**src/pkg/css_defines.svh**
```systemverilog
// Constants for the command source selector
`ifndef CSS_DEFINES_SVH
`define CSS_DEFINES_SVH
`define CSS_SEL_W 14
`define CSS_REM_OPTION 14'h0000
`define CSS_REM_FRONT 14'h0002
`define CSS_SEL_AUTO 14'h270f
`define CSS_LOC_FRONT 14'h0002
`define CSS_LOC_USB 14'h0003
`define CSS_LOC_PANEL 14'h0004
`define CSS_REM_RESET 14'h270f
`define CSS_LOC_RESET 14'h270f
`define CSS_ADDR_REM 4'h0
`define CSS_ADDR_LOC 4'h1
`define CSS_ADDR_CTRL 4'h2
`define CSS_ADDR_STAT 4'h3
`define CSS_ADDR_LATCH 4'h4
`endif

```
**src/pkg/css_pkg.sv**
```systemverilog
// Types for the command source selector
package css_pkg;
  // Ports that can own command rights
  typedef enum logic [2:0] {
    CSS_SRC_NONE = 3'h0,
    CSS_SRC_PANEL = 3'h1,
    CSS_SRC_PUNIT = 3'h3,
    CSS_SRC_FRONT485 = 3'h2,
    CSS_SRC_USB = 3'h6,
    CSS_SRC_OPTION = 3'h7
  } css_src_t;
  // Operating mode
  typedef enum logic [1:0] {
    CSS_MODE_LOCAL = 2'h0,
    CSS_MODE_REMOTE = 2'h1
  } css_mode_t;
  // Port index for request and grant vectors
  typedef enum logic [2:0] {
    CSS_P_PANEL = 3'h0,
    CSS_P_PUNIT = 3'h1,
    CSS_P_FRONT = 3'h2,
    CSS_P_USB = 3'h3,
    CSS_P_OPTION = 3'h4
  } css_port_t;
endpackage : css_pkg

```
**src/design/css_resolve.sv**
```systemverilog
// Combinational source resolution for one latched configuration
`timescale 1ns/1ps
`default_nettype none
`include "css_defines.svh"
module css_resolve
  import css_pkg::*;
(
  // Latched selectors
  input wire logic [13:0] rem_in,
  input wire logic [13:0] loc_in,
  // Attachment state
  input wire logic opt_fitted_in,
  input wire logic usb_conn_in,
  input wire logic punit_conn_in,
  // Results
  output css_src_t local_src_out,
  output css_src_t remote_src_out,
  output logic remote_allowed_out
);
  always_comb begin
    unique case (loc_in)
      `CSS_LOC_FRONT: local_src_out = punit_conn_in ? CSS_SRC_PUNIT : CSS_SRC_FRONT485;
      `CSS_LOC_USB: local_src_out = CSS_SRC_USB;
      `CSS_LOC_PANEL: local_src_out = CSS_SRC_PANEL;
      default: begin
        // Auto: front RS-485 is never picked here
        if (usb_conn_in) local_src_out = CSS_SRC_USB;
        else if (punit_conn_in) local_src_out = CSS_SRC_PUNIT;
        else local_src_out = CSS_SRC_PANEL;
      end
    endcase
    remote_allowed_out = 1'b1;
    unique case (rem_in)
      `CSS_REM_OPTION: begin
        remote_src_out = CSS_SRC_OPTION;
        remote_allowed_out = opt_fitted_in;
      end
      `CSS_REM_FRONT: begin
        remote_src_out = CSS_SRC_FRONT485;
        // Local owns the front connector when both pick it
        if (loc_in == `CSS_LOC_FRONT) begin
          remote_src_out = opt_fitted_in ? CSS_SRC_OPTION : CSS_SRC_NONE;
          remote_allowed_out = opt_fitted_in;
        end
      end
      default: begin
        if (opt_fitted_in) remote_src_out = CSS_SRC_OPTION;
        else if (loc_in != `CSS_LOC_FRONT) remote_src_out = CSS_SRC_FRONT485;
        else begin
          remote_src_out = CSS_SRC_NONE;
          remote_allowed_out = 1'b0;
        end
      end
    endcase
  end
endmodule : css_resolve
`default_nettype wire

```
**src/design/css_selector.sv**
```systemverilog
// Command source selector top
`timescale 1ns/1ps
`default_nettype none
`include "css_defines.svh"
module css_selector
  import css_pkg::*;
(
  // Clock and reset
  input wire logic clk_in,
  input wire logic nrst_in,
  // Register port
  input wire logic [3:0] addr_in,
  input wire logic [15:0] wdata_in,
  input wire logic wr_in,
  input wire logic rd_in,
  output logic [15:0] rdata_out,
  // Attachment pins
  input wire logic opt_fitted_in,
  input wire logic usb_conn_in,
  input wire logic punit_conn_in,
  // Mode requests from panel key or link
  input wire logic req_remote_in,
  input wire logic req_local_in,
  // Command requests per port: panel, punit, front, usb, option
  input wire logic [4:0] cmd_req_in,
  input wire logic [4:0] read_req_in,
  input wire logic modbus_in,
  // Results
  output logic [4:0] cmd_grant_out,
  output logic [4:0] cmd_reject_out,
  output logic [4:0] read_grant_out,
  output logic remote_mode_out,
  output logic remote_refused_out,
  output logic panel_led_local_out,
  output logic panel_led_remote_out,
  output logic [2:0] active_src_out
);
  typedef struct packed {
    logic [2:0] opt_s;
    logic [2:0] usb_s;
    logic [2:0] pu_s;
    logic opt_q;
    logic usb_q;
    logic pu_q;
    logic [13:0] rem_pend;
    logic [13:0] loc_pend;
    logic [13:0] rem_lat;
    logic [13:0] loc_lat;
    logic relatch;
    css_mode_t mode;
    logic refused;
    logic [4:0] grant;
    logic [4:0] reject;
    logic [4:0] rgrant;
    logic led_l;
    logic led_r;
    css_src_t active;
    logic [15:0] rdata;
  } css_state_t;

  css_state_t st;
  css_state_t next_st;
  css_src_t local_src;
  css_src_t remote_src;
  logic remote_allowed;

  // Resolution uses the latched copy so pending writes have no effect
  css_resolve u_resolve (
    .rem_in(st.rem_lat),
    .loc_in(st.loc_lat),
    .opt_fitted_in(st.opt_q),
    .usb_conn_in(st.usb_q),
    .punit_conn_in(st.pu_q),
    .local_src_out(local_src),
    .remote_src_out(remote_src),
    .remote_allowed_out(remote_allowed)
  );

  // Map a source to its port bit
  function automatic logic [4:0] css_port_bit(input css_src_t s);
    logic [4:0] b;
    b = 5'h00;
    unique case (s)
      CSS_SRC_PANEL: b[CSS_P_PANEL] = 1'b1;
      CSS_SRC_PUNIT: b[CSS_P_PUNIT] = 1'b1;
      CSS_SRC_FRONT485: b[CSS_P_FRONT] = 1'b1;
      CSS_SRC_USB: b[CSS_P_USB] = 1'b1;
      CSS_SRC_OPTION: b[CSS_P_OPTION] = 1'b1;
      default: b = 5'h00;
    endcase
    return b;
  endfunction : css_port_bit

  // Settled value once second and third stages agree
  function automatic logic css_settle(input logic [2:0] s, input logic q);
    return (s[1] == s[2]) ? s[2] : q;
  endfunction : css_settle

  css_src_t cur_src;
  logic [4:0] own;

  always_comb begin
    next_st = st;
    next_st.opt_s = {st.opt_s[1:0], opt_fitted_in};
    next_st.usb_s = {st.usb_s[1:0], usb_conn_in};
    next_st.pu_s = {st.pu_s[1:0], punit_conn_in};
    next_st.opt_q = css_settle(st.opt_s, st.opt_q);
    next_st.usb_q = css_settle(st.usb_s, st.usb_q);
    next_st.pu_q = css_settle(st.pu_s, st.pu_q);
    next_st.relatch = 1'b0;
    next_st.rdata = 16'h0000;
    cur_src = (st.mode == CSS_MODE_REMOTE) ? remote_src : local_src;
    own = css_port_bit(cur_src);
    // Selector writes land in pending copies only; a control write sets relatch from bit 0
    if (wr_in) begin
      unique case (addr_in)
        `CSS_ADDR_REM: next_st.rem_pend = wdata_in[13:0];
        `CSS_ADDR_LOC: next_st.loc_pend = wdata_in[13:0];
        `CSS_ADDR_CTRL: next_st.relatch = wdata_in[0];
        default: ;
      endcase
    end
    // Soft reset applies pending selectors and returns to local
    if (st.relatch) begin
      next_st.rem_lat = st.rem_pend;
      next_st.loc_lat = st.loc_pend;
      next_st.mode = CSS_MODE_LOCAL;
      next_st.refused = 1'b0;
    end else if (req_remote_in && st.mode == CSS_MODE_LOCAL) begin
      if (remote_allowed) next_st.mode = CSS_MODE_REMOTE;
      next_st.refused = !remote_allowed;
    end else if (req_local_in) begin
      next_st.mode = CSS_MODE_LOCAL;
      next_st.refused = 1'b0;
    end
    // One owner only; Modbus is refused in local mode
    next_st.grant = cmd_req_in & own;
    if (modbus_in && st.mode == CSS_MODE_LOCAL)
      next_st.grant[CSS_P_FRONT] = 1'b0;
    next_st.reject = cmd_req_in & ~next_st.grant;
    next_st.rgrant = read_req_in;
    next_st.active = cur_src;
    // Indicators dark unless the panel owns commands
    next_st.led_l = (cur_src == CSS_SRC_PANEL) && (st.mode == CSS_MODE_LOCAL);
    next_st.led_r = (cur_src == CSS_SRC_PANEL) && (st.mode == CSS_MODE_REMOTE);
    if (rd_in) begin
      unique case (addr_in)
        `CSS_ADDR_REM: next_st.rdata = {2'h0, st.rem_pend};
        `CSS_ADDR_LOC: next_st.rdata = {2'h0, st.loc_pend};
        `CSS_ADDR_STAT: next_st.rdata = {8'h00, st.opt_q, st.refused,
                                          st.mode == CSS_MODE_REMOTE, 2'h0, cur_src};
        `CSS_ADDR_LATCH: next_st.rdata = {st.loc_lat[7:0], st.rem_lat[7:0]};
        default: next_st.rdata = 16'h0000;
      endcase
    end
  end

  // Power-on loads the default selectors straight into the latched copy
  always_ff @(posedge clk_in or negedge nrst_in) begin
    if (!nrst_in) begin
      st <= '0;
      st.rem_pend <= `CSS_REM_RESET;
      st.loc_pend <= `CSS_LOC_RESET;
      st.rem_lat <= `CSS_REM_RESET;
      st.loc_lat <= `CSS_LOC_RESET;
      st.mode <= CSS_MODE_LOCAL;
      st.active <= CSS_SRC_NONE;
    end else begin
      st <= next_st;
    end
  end

  assign rdata_out = st.rdata;
  assign cmd_grant_out = st.grant;
  assign cmd_reject_out = st.reject;
  assign read_grant_out = st.rgrant;
  // Local and remote differ only in the low bit, so the output is a plain flop bit
  assign remote_mode_out = st.mode[0];
  assign remote_refused_out = st.refused;
  assign panel_led_local_out = st.led_l;
  assign panel_led_remote_out = st.led_r;
  assign active_src_out = st.active;
endmodule : css_selector
`default_nettype wire

```
**config.mk**
```make
export PLATFORM = sky130hd
export DESIGN_NAME = css_selector
export DESIGN_NICKNAME = d
export VERILOG_FILES = /design/src/pkg/css_pkg.sv /design/src/design/css_resolve.sv /design/src/design/css_selector.sv
export VERILOG_INCLUDE_DIRS = /design/src /design/src/pkg
export SDC_FILE = /design/constraint.sdc
export NUM_CORES = 1
export LEC_CHECK = 0
export BUFFER_PORTS_ARGS = -buffer_cell sky130_fd_sc_hd__buf_2
export CAP_MARGIN = 0
export CORE_ASPECT_RATIO = 0.7
export CORE_MARGIN = 3
export CORE_UTILIZATION = 60
export DETAILED_ROUTE_END_ITERATION = 7
export PLACE_DENSITY = 0.86
export SYNTH_ARGS = -nofsm -noshare
export SYNTH_HDL_FRONTEND = slang
export SYNTH_HIERARCHICAL = 1
export SYNTH_SLANG_ARGS = --single-unit
```
**constraint.sdc**
```tcl
create_clock -name clk_in -period 4.2 [get_ports clk_in]
set_clock_uncertainty 0.1 [all_clocks]
set_input_delay 0.84 -clock clk_in [delete_from_list [all_inputs] [get_ports clk_in]]
set_output_delay 0.84 -clock clk_in [all_outputs]
set_load 0.02 [all_outputs]
```
# [Yosys cells after proc, flatten, opt, wreduce, memory -nomap -nowiden]
# Cells that the tools add are included.
[totals] regBits=108 latchBits=0 ram_bits=0 romBits=0 inputBits=40 output_inout_bits=38 wordCells=82 mem_count=0
[classes] add_sub_neg=0 multipliers=0 div_mod_pow=0 n_lt_le_gt_ge=0 eq_ne=19 shifts=0 muxes=28 bitwise_logic=3 reduce_logical=12
[ops] cell="$pmux W16 S4" n=1
[ops] cell="$eq A14 B2 Y1 const B" n=3
[ops] cell="$mux W3" n=8
[ops] cell="$mux W16" n=1
[ops] cell="$eq A14 B3 Y1 const B" n=1
[ops] cell="$logic_not A14 Y1" n=1
[ops] cell="$ne A14 B2 Y1 const B" n=1
[ops] cell="$mux W1" n=12
[ops] cell="$and A5 B5 Y5" n=2
[ops] cell="$pmux W3 S3" n=1
[ops] cell="$eq A4 B2 Y1 const B" n=2
[ops] cell="$eq A3 B2 Y1 const B" n=2
[ops] cell="$eq A3 B3 Y1 const B" n=2
[ops] cell="$mux W2" n=3
[ops] cell="$pmux W3 S2" n=1
[ops] cell="$reduce_and A2 Y1" n=3
[ops] cell="$not A5 Y5" n=1
[ops] cell="$eq A4 B1 Y1 const B" n=1
[ops] cell="$eq A4 B3 Y1 const B" n=1
[ops] cell="$logic_and A1 B1 Y1" n=4
[ops] cell="$logic_not A4 Y1" n=1
[ops] cell="$eq A1 B1 Y1" n=3
[ops] cell="$eq A3 B1 Y1 const B" n=1
[ops] cell="$ne A3 B3 Y1 const B" n=1
[ops] cell="other kinds (5)" n=5

# [Longest topological paths before layout]
# Gate-level depths: netlist of the first run.
[logic_depth] depth_word=11 mapped_depth=9 ltp_nobuf=8

# [Modules after synthesis]
# The synthesis of the first run kept the hierarchy.
[by_module_without_submodules] mod="css_selector" n_inst=1 cells_per_inst=312 area_per_inst_um2=4396.7 seq_area_each_um2=2717.6
[by_module_without_submodules] mod="css_resolve" n_inst=1 cells_per_inst=35 area_per_inst_um2=222.7 seq_area_each_um2=0.0

# [Worst setup path after synthesis of the first run]
# No wires, ideal clock.
[synth_path] kind="register to register" from="register st[45] in the netlist's numbering" to="register st, in the netlist cmd_grant_out[2]" setup_time_ns=0.066 arrival_ns=2.474 required_ns=4.034 setup_slack_ns=1.560 path_stages_with_launch=8 n_path_buf=0 synth_period_minus_slack_ns=2.640 cell_sequence="dfrtp_1 or4_4 or3_4 o21ai_0 o21a_1 or3b_2 a221oi_1 and2_1"
[synth_rtl] item="start: declaration" line="css_selector.sv:61" rtl="css_state_t st;"
[synth_rtl] item="start signal: assignment" line="css_selector.sv:169" rtl="st <= next_st;"

==> results.md, run 1 <==
* Buffers on Ports at 75
* Via-to-Cell Ratio at 5.81
* GPL Wtd Cong at 0.890
* Internal at 1830 uW
* I/O pin cnt at 78
* Pre-CTS setup slack at 1.29 ns
* Commonest cells post-synth: 75 x dfrtp_1, 70 x mux2_2, 35 x buf_4
* GR Overflow Total at 0
* Critical path's top delay family: simple AND/OR/NAND/NOR gates
* Switching Share at 0.292
* Synth cell types at 44
* CP Launch Point: st[45]$_DFFE_PN0P_
* CP bufs+invs at 0
* Worst Setup End Kind: flop
* Share of cells above drive strength 1 at 0.520
* Critical path arrival at 3.19 ns
* Clock-pin slew on the worst setup and hold paths at 0.10 ns
* Layout overhead on the synthesized area at 9.16%
* Relative slew slack at 0.127
* Max-cap viol count at 0
* First-pass GRT wire length at 14900 um
* Crit path kind: reg -> reg
* Slew Limit Fails at 0
* Die ar. at 8800 sq um
* Setup bufs post-CTS at 0
* Clock Latency Late Sink at 0.37 ns
* Share of flip-flops with an asynchronous set or reset at 1.00
* Worst-case clock buffer depth at 2
* YS warnings at 6
* Flops & latches, synth at 107
* Final hold violation count at 0
* PwrDens at 514 nW/um^2
* # diodes at 0
* Worst r2r src: st[45]$_DFFE_PN0P_
* Final HPWL DP at 6510 um
* Gr usage total at 0.224
* DR vias at 2857
* Seq/Total Area, Yosys at 0.588
* Fin worst setup slack at 1.18 ns
* Post-synth EDFFs at 0
* Row count at 26
* Root Buffer: clkbuf_8
* Nets at 429
* Critical path fanouts, max at 6
* Syn Std Cell Area at 4620 sq um
* Hold Path Class: reg -> reg
* Worst slew pin tran at 1.31 ns
* Hold buffer count at cts at 0
* CP Depth at 7
* Post-CTS sizing at 0
* Final setup viols at 0
* Synthesized instance count at 347
* Largest net degree at the start of global routing at 79
* CP Capture Point: rdata_out[2]$_DFF_PN0_
* Largest stage delay on the critical path at 0.56 ns
* Sequential share of power at 0.530
* Vias in the first global route at 2780
* Reg-to-reg critical path endpoint: rdata_out[2]$_DFF_PN0_
* TritonCTS clock tree: done
* Worst vdd ir at 0.308 mV
* Sink Count at 107
* Req. time, crit path at 4.37 ns
* Post-DR wirelength/cell at 18.8 um
* Initial DRC Count at 200
* Post-route minimum period at 3.02 ns
* Unrepaired setup endpoints after global routing: no
* Pleak at 0.00237 uW
* Slowest cell on crit path: nor4_1
* Status: finished, final reports clean
* Final period utilization at 0.718
* Pre-antenna DRT Iters at 5
* Drt total wl at 9270 um
* Nature of the critical path startpoint: flop
* Post-synthesis net count at 387
* Critical-path cell list: or4_4 -> nor4_1 -> a21oi_1 -> o22ai_1 -> mux2i_1 -> a211o_1 -> a21oi_1
* Syn_area_per_cell at 13.3 sq um
* Yosys top cell by area: dfrtp_1
* DRC at 0
* Worst R2R Setup Slack at 1.18 ns
* Inserted Clock Buffers at 9
* Top-count cell post-synth: dfrtp_1
* Die Ht at 79.4 um
* Top cells by area in the synthesized netlist: dfrtp_1 41%, dfstp_2 18%, mux2_2 17%
* Yosys top cell area share at 0.406
* Initial antenna violation count at 0
* Sw power at 757 uW
* Crit path top cell by count: a21oi_1
* Total negative slack at 0 ns
* Top FF cell, synth: dfrtp_1
* Htree depth at 3
* DIE WIDTH at 111 um
* Antenna-violating nets left at 0
* Comb pwr share at 0.204
* Core Footprint at 7380 sq um
* Initial Util at 0.626
* Worst Reg-to-Reg Cells at 7
* Clock Power Share at 0.265
* Maximum clock frequency at 332 MHz
* Hold slack at 0.256 ns
-- flip-flops by register name (all words and copies together), names as in the netlist --
name                  cells
active_src_out            3
cmd_grant_out             5
cmd_reject_out            5
next_st                   6
panel_led_local_out       1
panel_led_remote_out      1
rdata_out                16
read_grant_out            5
remote_mode_out           1
remote_refused_out        1
st                       63
-- logic make-up after synthesis --
group                      synth area share
DFF                                   0.588
muxes                                 0.186
and+or+nand+nor                      0.0926
buffers and inverters                0.0756
AOI/OAI and AO/OA                    0.0493
adders and majority gates           0.00650
xor gates and xnor gates            0.00190
-- stage by stage --
| stage | instance area (sq um) | cells | power, uW | utilization |
|---|---|---|---|---|
| after floorplan | 4620 | 347 | 1770 | - |
| after global placement | 4820 | 476 | 1870 | 0.653 |
| after detailed placement | 4820 | 476 | 1910 | 0.653 |
| after CTS | 5040 | 492 | 2600 | 0.683 |
| after global routing | 5040 | 492 | 2720 | 0.683 |
| final | 5040 | 492 | 2590 | 0.683 |
-- power groups by stage --
stage               Combinational (uW)  Clock, uW  Sequential, uW
floorplan                          435          0            1340
global placement                   498          0            1380
detailed placement                 523          0            1390
CTS                                528        706            1370
global route                       575        753            1390
finish                             529        687            1370
-- worst min-delay path by stage --
stage | startpoint | endpoint | slack (ns) | depth (start not counted)
after floorplan | next_st[100]$_DFF_PN0_ | next_st[101]$_DFF_PN0_ | 0.23 | 0
after global placement | next_st[103]$_DFF_PN0_ | next_st[104]$_DFF_PN0_ | 0.23 | 0
after detailed placement | next_st[106]$_DFF_PN0_ | next_st[107]$_DFF_PN0_ | 0.23 | 0
after CTS | next_st[106]$_DFF_PN0_ | next_st[107]$_DFF_PN0_ | 0.26 | 0
after global routing | next_st[106]$_DFF_PN0_ | next_st[107]$_DFF_PN0_ | 0.27 | 0
final | next_st[106]$_DFF_PN0_ | next_st[107]$_DFF_PN0_ | 0.26 | 0
-- final cells by class --
class,instances,area [sq um]
Timing Repair Buffer,78,400
Multi-Input combinational cell,186,1550
Clock inverter,7,98.8
Sequential cell,107,2720
Clock buffer,9,124
Inverter,7,26.3
Fill cell,537,2340
Tap cell,98,123
-- metal layers --
| layer | vias to the layer above | part of all wire | wire, um | global-route usage |
|---|---|---|---|---|
| met2 | 136 | 0.46 | 4220 | 0.344 |
| met3 | 9 | 0.10 | 941 | 0.0697 |
| met4 | 0 | 0.0081 | 75 | 0.0517 |
| met1 | 1429 | 0.44 | 4030 | 0.315 |
| met5 | - | 0 | 0 | 0 |
| li1 | 1283 | - | - | - |
-- placed cells by master, fill, tap and decap left out, drive strengths merged, types with 8 or more instances in the layout --
cell     n
dfrtp   75
dfstp   32
nor2    23
inv      9
buf     78
mux2    70
a22oi    8
clkbuf   9
-- worst register-to-register path, cell delays in order, from the launching register on --
cell	delay, ns
dfrtp_1	0.42
or4_4	0.53
nor4_1	0.56
a21oi_1	0.15
o22ai_1	0.42
mux2i_1	0.25
a211o_1	0.33
a21oi_1	0.15
Note: power is estimated with default switching activity, not from simulation.
==> run 2: changes to the inputs <==
--- a/config.mk
+++ b/config.mk
@@ -10,9 +10,9 @@
 export CAP_MARGIN = 0
 export CORE_ASPECT_RATIO = 0.7
 export CORE_MARGIN = 3
-export CORE_UTILIZATION = 60
+export CORE_UTILIZATION = 56
 export DETAILED_ROUTE_END_ITERATION = 7
-export PLACE_DENSITY = 0.86
+export PLACE_DENSITY = 0.82
 export SYNTH_ARGS = -nofsm -noshare
 export SYNTH_HDL_FRONTEND = slang
 export SYNTH_HIERARCHICAL = 1
==> constraint.sdc (replaced) <==
create_clock -name clk_in -period 3 [get_ports clk_in]
set_clock_uncertainty 0.1 [all_clocks]
set_input_delay 0.6 -clock clk_in [delete_from_list [all_inputs] [get_ports clk_in]]
set_output_delay 0.6 -clock clk_in [all_outputs]
set_load 0.02 [all_outputs]
==> run 2 against run 1 <==
Sequential share of layout area down 1.1 points. Clock-buffer cell count up 2. Combinational power up 43%. Fmax up 1.5%. First-iteration DRC count up 10%. Utilization down 3.4 points. Worst setup slack worse by 1.2 ns. Design area up 2.2%. Via count down 1.9%. Total power up 45%. Sequential cell count unchanged. Die area up 6.7%. Critical path type unchanged. Largest power group unchanged.
==> results.md, run 2 (synthesized netlist as in run 1, its figures left out) <==
* Status: finished, final reports clean
* GR Overflow Total at 0
* Sink Count at 107
* Hold Path Class: in -> async
* Initial Util at 0.582
* Clock-pin slew on the worst setup and hold paths at 0.07 ns
* Critical-path cell list: or4_4 -> or3_4 -> o21ai_0 -> o21a_1 -> or3b_2 -> a221oi_2 -> and2_1
* Post-route minimum period at 2.97 ns
* PwrDens at 730 nW/um^2
* Max reg flops at 63
* Clock Latency Late Sink at 0.35 ns
* Largest stage delay on the critical path at 0.53 ns
* First-pass GRT wire length at 14800 um
* GPL Wtd Cong at 0.853
* Antenna-violating nets left at 0
* Drt total wl at 9220 um
* Die Ht at 82.0 um
* Layout overhead on the synthesized area at 11.5%
* TritonCTS clock tree: done
* Slowest cell on crit path: or4_4
* DIE WIDTH at 115 um
* Critical path fanouts, max at 4
* Die ar. at 9390 sq um
* Row count at 27
* Hold buffer count at cts at 0
* Most common cell after layout, fill and taps aside: dfrtp_1
* Worst slew pin tran at 0.709 ns
* Req. time, crit path at 3.18 ns
* Root Buffer: clkbuf_16
* Initial antenna violation count at 0
* Fin worst setup slack at 0.0291 ns
* Via-to-Cell Ratio at 5.62
* Setup bufs post-CTS at 0
* Nature of the critical path startpoint: flop
* Crit path kind: reg -> reg
* Initial DRC Count at 220
* Pre-antenna DRT Iters at 5
* Pleak at 0.00242 uW
* Share of cells above drive strength 1 at 0.525
* Critical path arrival at 3.15 ns
* DRC at 0
* Max-cap viol count at 0
* Vias in the first global route at 2855
* Total negative slack at 0 ns
* Worst vdd ir at 0.467 mV
* Most frequent cells in the layout: 75 x dfrtp_1, 74 x buf_2, 70 x mux2_2, 32 x dfstp_2, 21 x nor2_1
* Final HPWL DP at 6350 um
* Slew Limit Fails at 0
* Pre-CTS setup slack at 0.0705 ns
* Final period utilization at 0.990
* Core Footprint at 7940 sq um
* Htree depth at 3
* Largest net degree at the start of global routing at 56
* Inserted Clock Buffers at 9
* Relative slew slack at 0.527
* Final hold violation count at 0
* Maximum clock frequency at 337 MHz
* Buffers on Ports at 75
* Final setup viols at 0
* Gr usage total at 0.210
* Post-DR wirelength/cell at 18.5 um
* Reg with most FFs: st
* DR vias at 2803
* Worst Setup End Kind: flop
* Nets at 433
* Worst-case clock buffer depth at 2
* # diodes at 0
* I/O pin cnt at 78
-- run 2: layout make-up --
class / instances / area, sq um
well taps: 101 / 126
repair buffers: 82 / 443
inverters: 7 / 26.3
fillers: 588 / 2790
clock inverters: 5 / 30.0
flip-flops and latches: 107 / 2720
clock buffers: 11 / 243
multi-input cells: 186 / 1570
-- run 2: where the power goes --
part           switching (uW)  internal (uW)  leakage (uW)
clock network             499            581      0.000133
registers                 186           1740       0.00129
logic                     393            361      0.000991
-- run 2: path summary, 6_finish.rpt --
kind                                   startpoint                    endpoint  slack (ns)  cells past startpoint
max in group asynchronous                 nrst_in          st[85]$_DFFE_PN1P_        1.81                      2
max reg2reg                    st[45]$_DFFE_PN0P_  cmd_grant_out[2]$_DFF_PN0_        0.03                      7
min                                       nrst_in  cmd_grant_out[2]$_DFF_PN0_        0.19                      1
min reg2reg                next_st[106]$_DFF_PN0_      next_st[107]$_DFF_PN0_        0.25                      0
min in group clk_in        next_st[106]$_DFF_PN0_      next_st[107]$_DFF_PN0_        0.25                      0
max                            st[45]$_DFFE_PN0P_  cmd_grant_out[2]$_DFF_PN0_        0.03                      7
-- run 2: per-stage QoR --
stage               hold slack, ns  utilization  total power (uW)  area, sq um  instances
floorplan                    0.204            -              2480         4620        347
global placement             0.236        0.613              2640         4870        483
detailed placement           0.236        0.613              2680         4870        483
CTS                          0.207        0.647              3770         5140        499
global route                 0.239        0.649              3950         5150        499
finish                       0.190        0.649              3760         5150        499
-- run 2: what timing repair did --
item | 4_1_cts | 5_1_grt
gates resized for setup | 0 | 2
hold endpoints to repair | 0 | 0
endpoints found under the setup margin | 0 | 6
-- run 2: worst max-delay path: cells and delay by family, from the launching register on --
kind	cells	cell delay [ns]
and+or+nand+nor	4	1.61
AOI/OAI and AO/OA	3	0.77
DFF	1	0.42
-- run 2: routing by layer --
| metal | GRT usage | up-vias | wire length [um] |
|---|---|---|---|
| met2 | 0.301 | 114 | 4020 |
| met4 | 0.0807 | 0 | 124 |
| met1 | 0.309 | 1389 | 4320 |
| met3 | 0.0538 | 13 | 757 |
| li1 | - | 1287 | - |
| met5 | 0 | - | 0 |
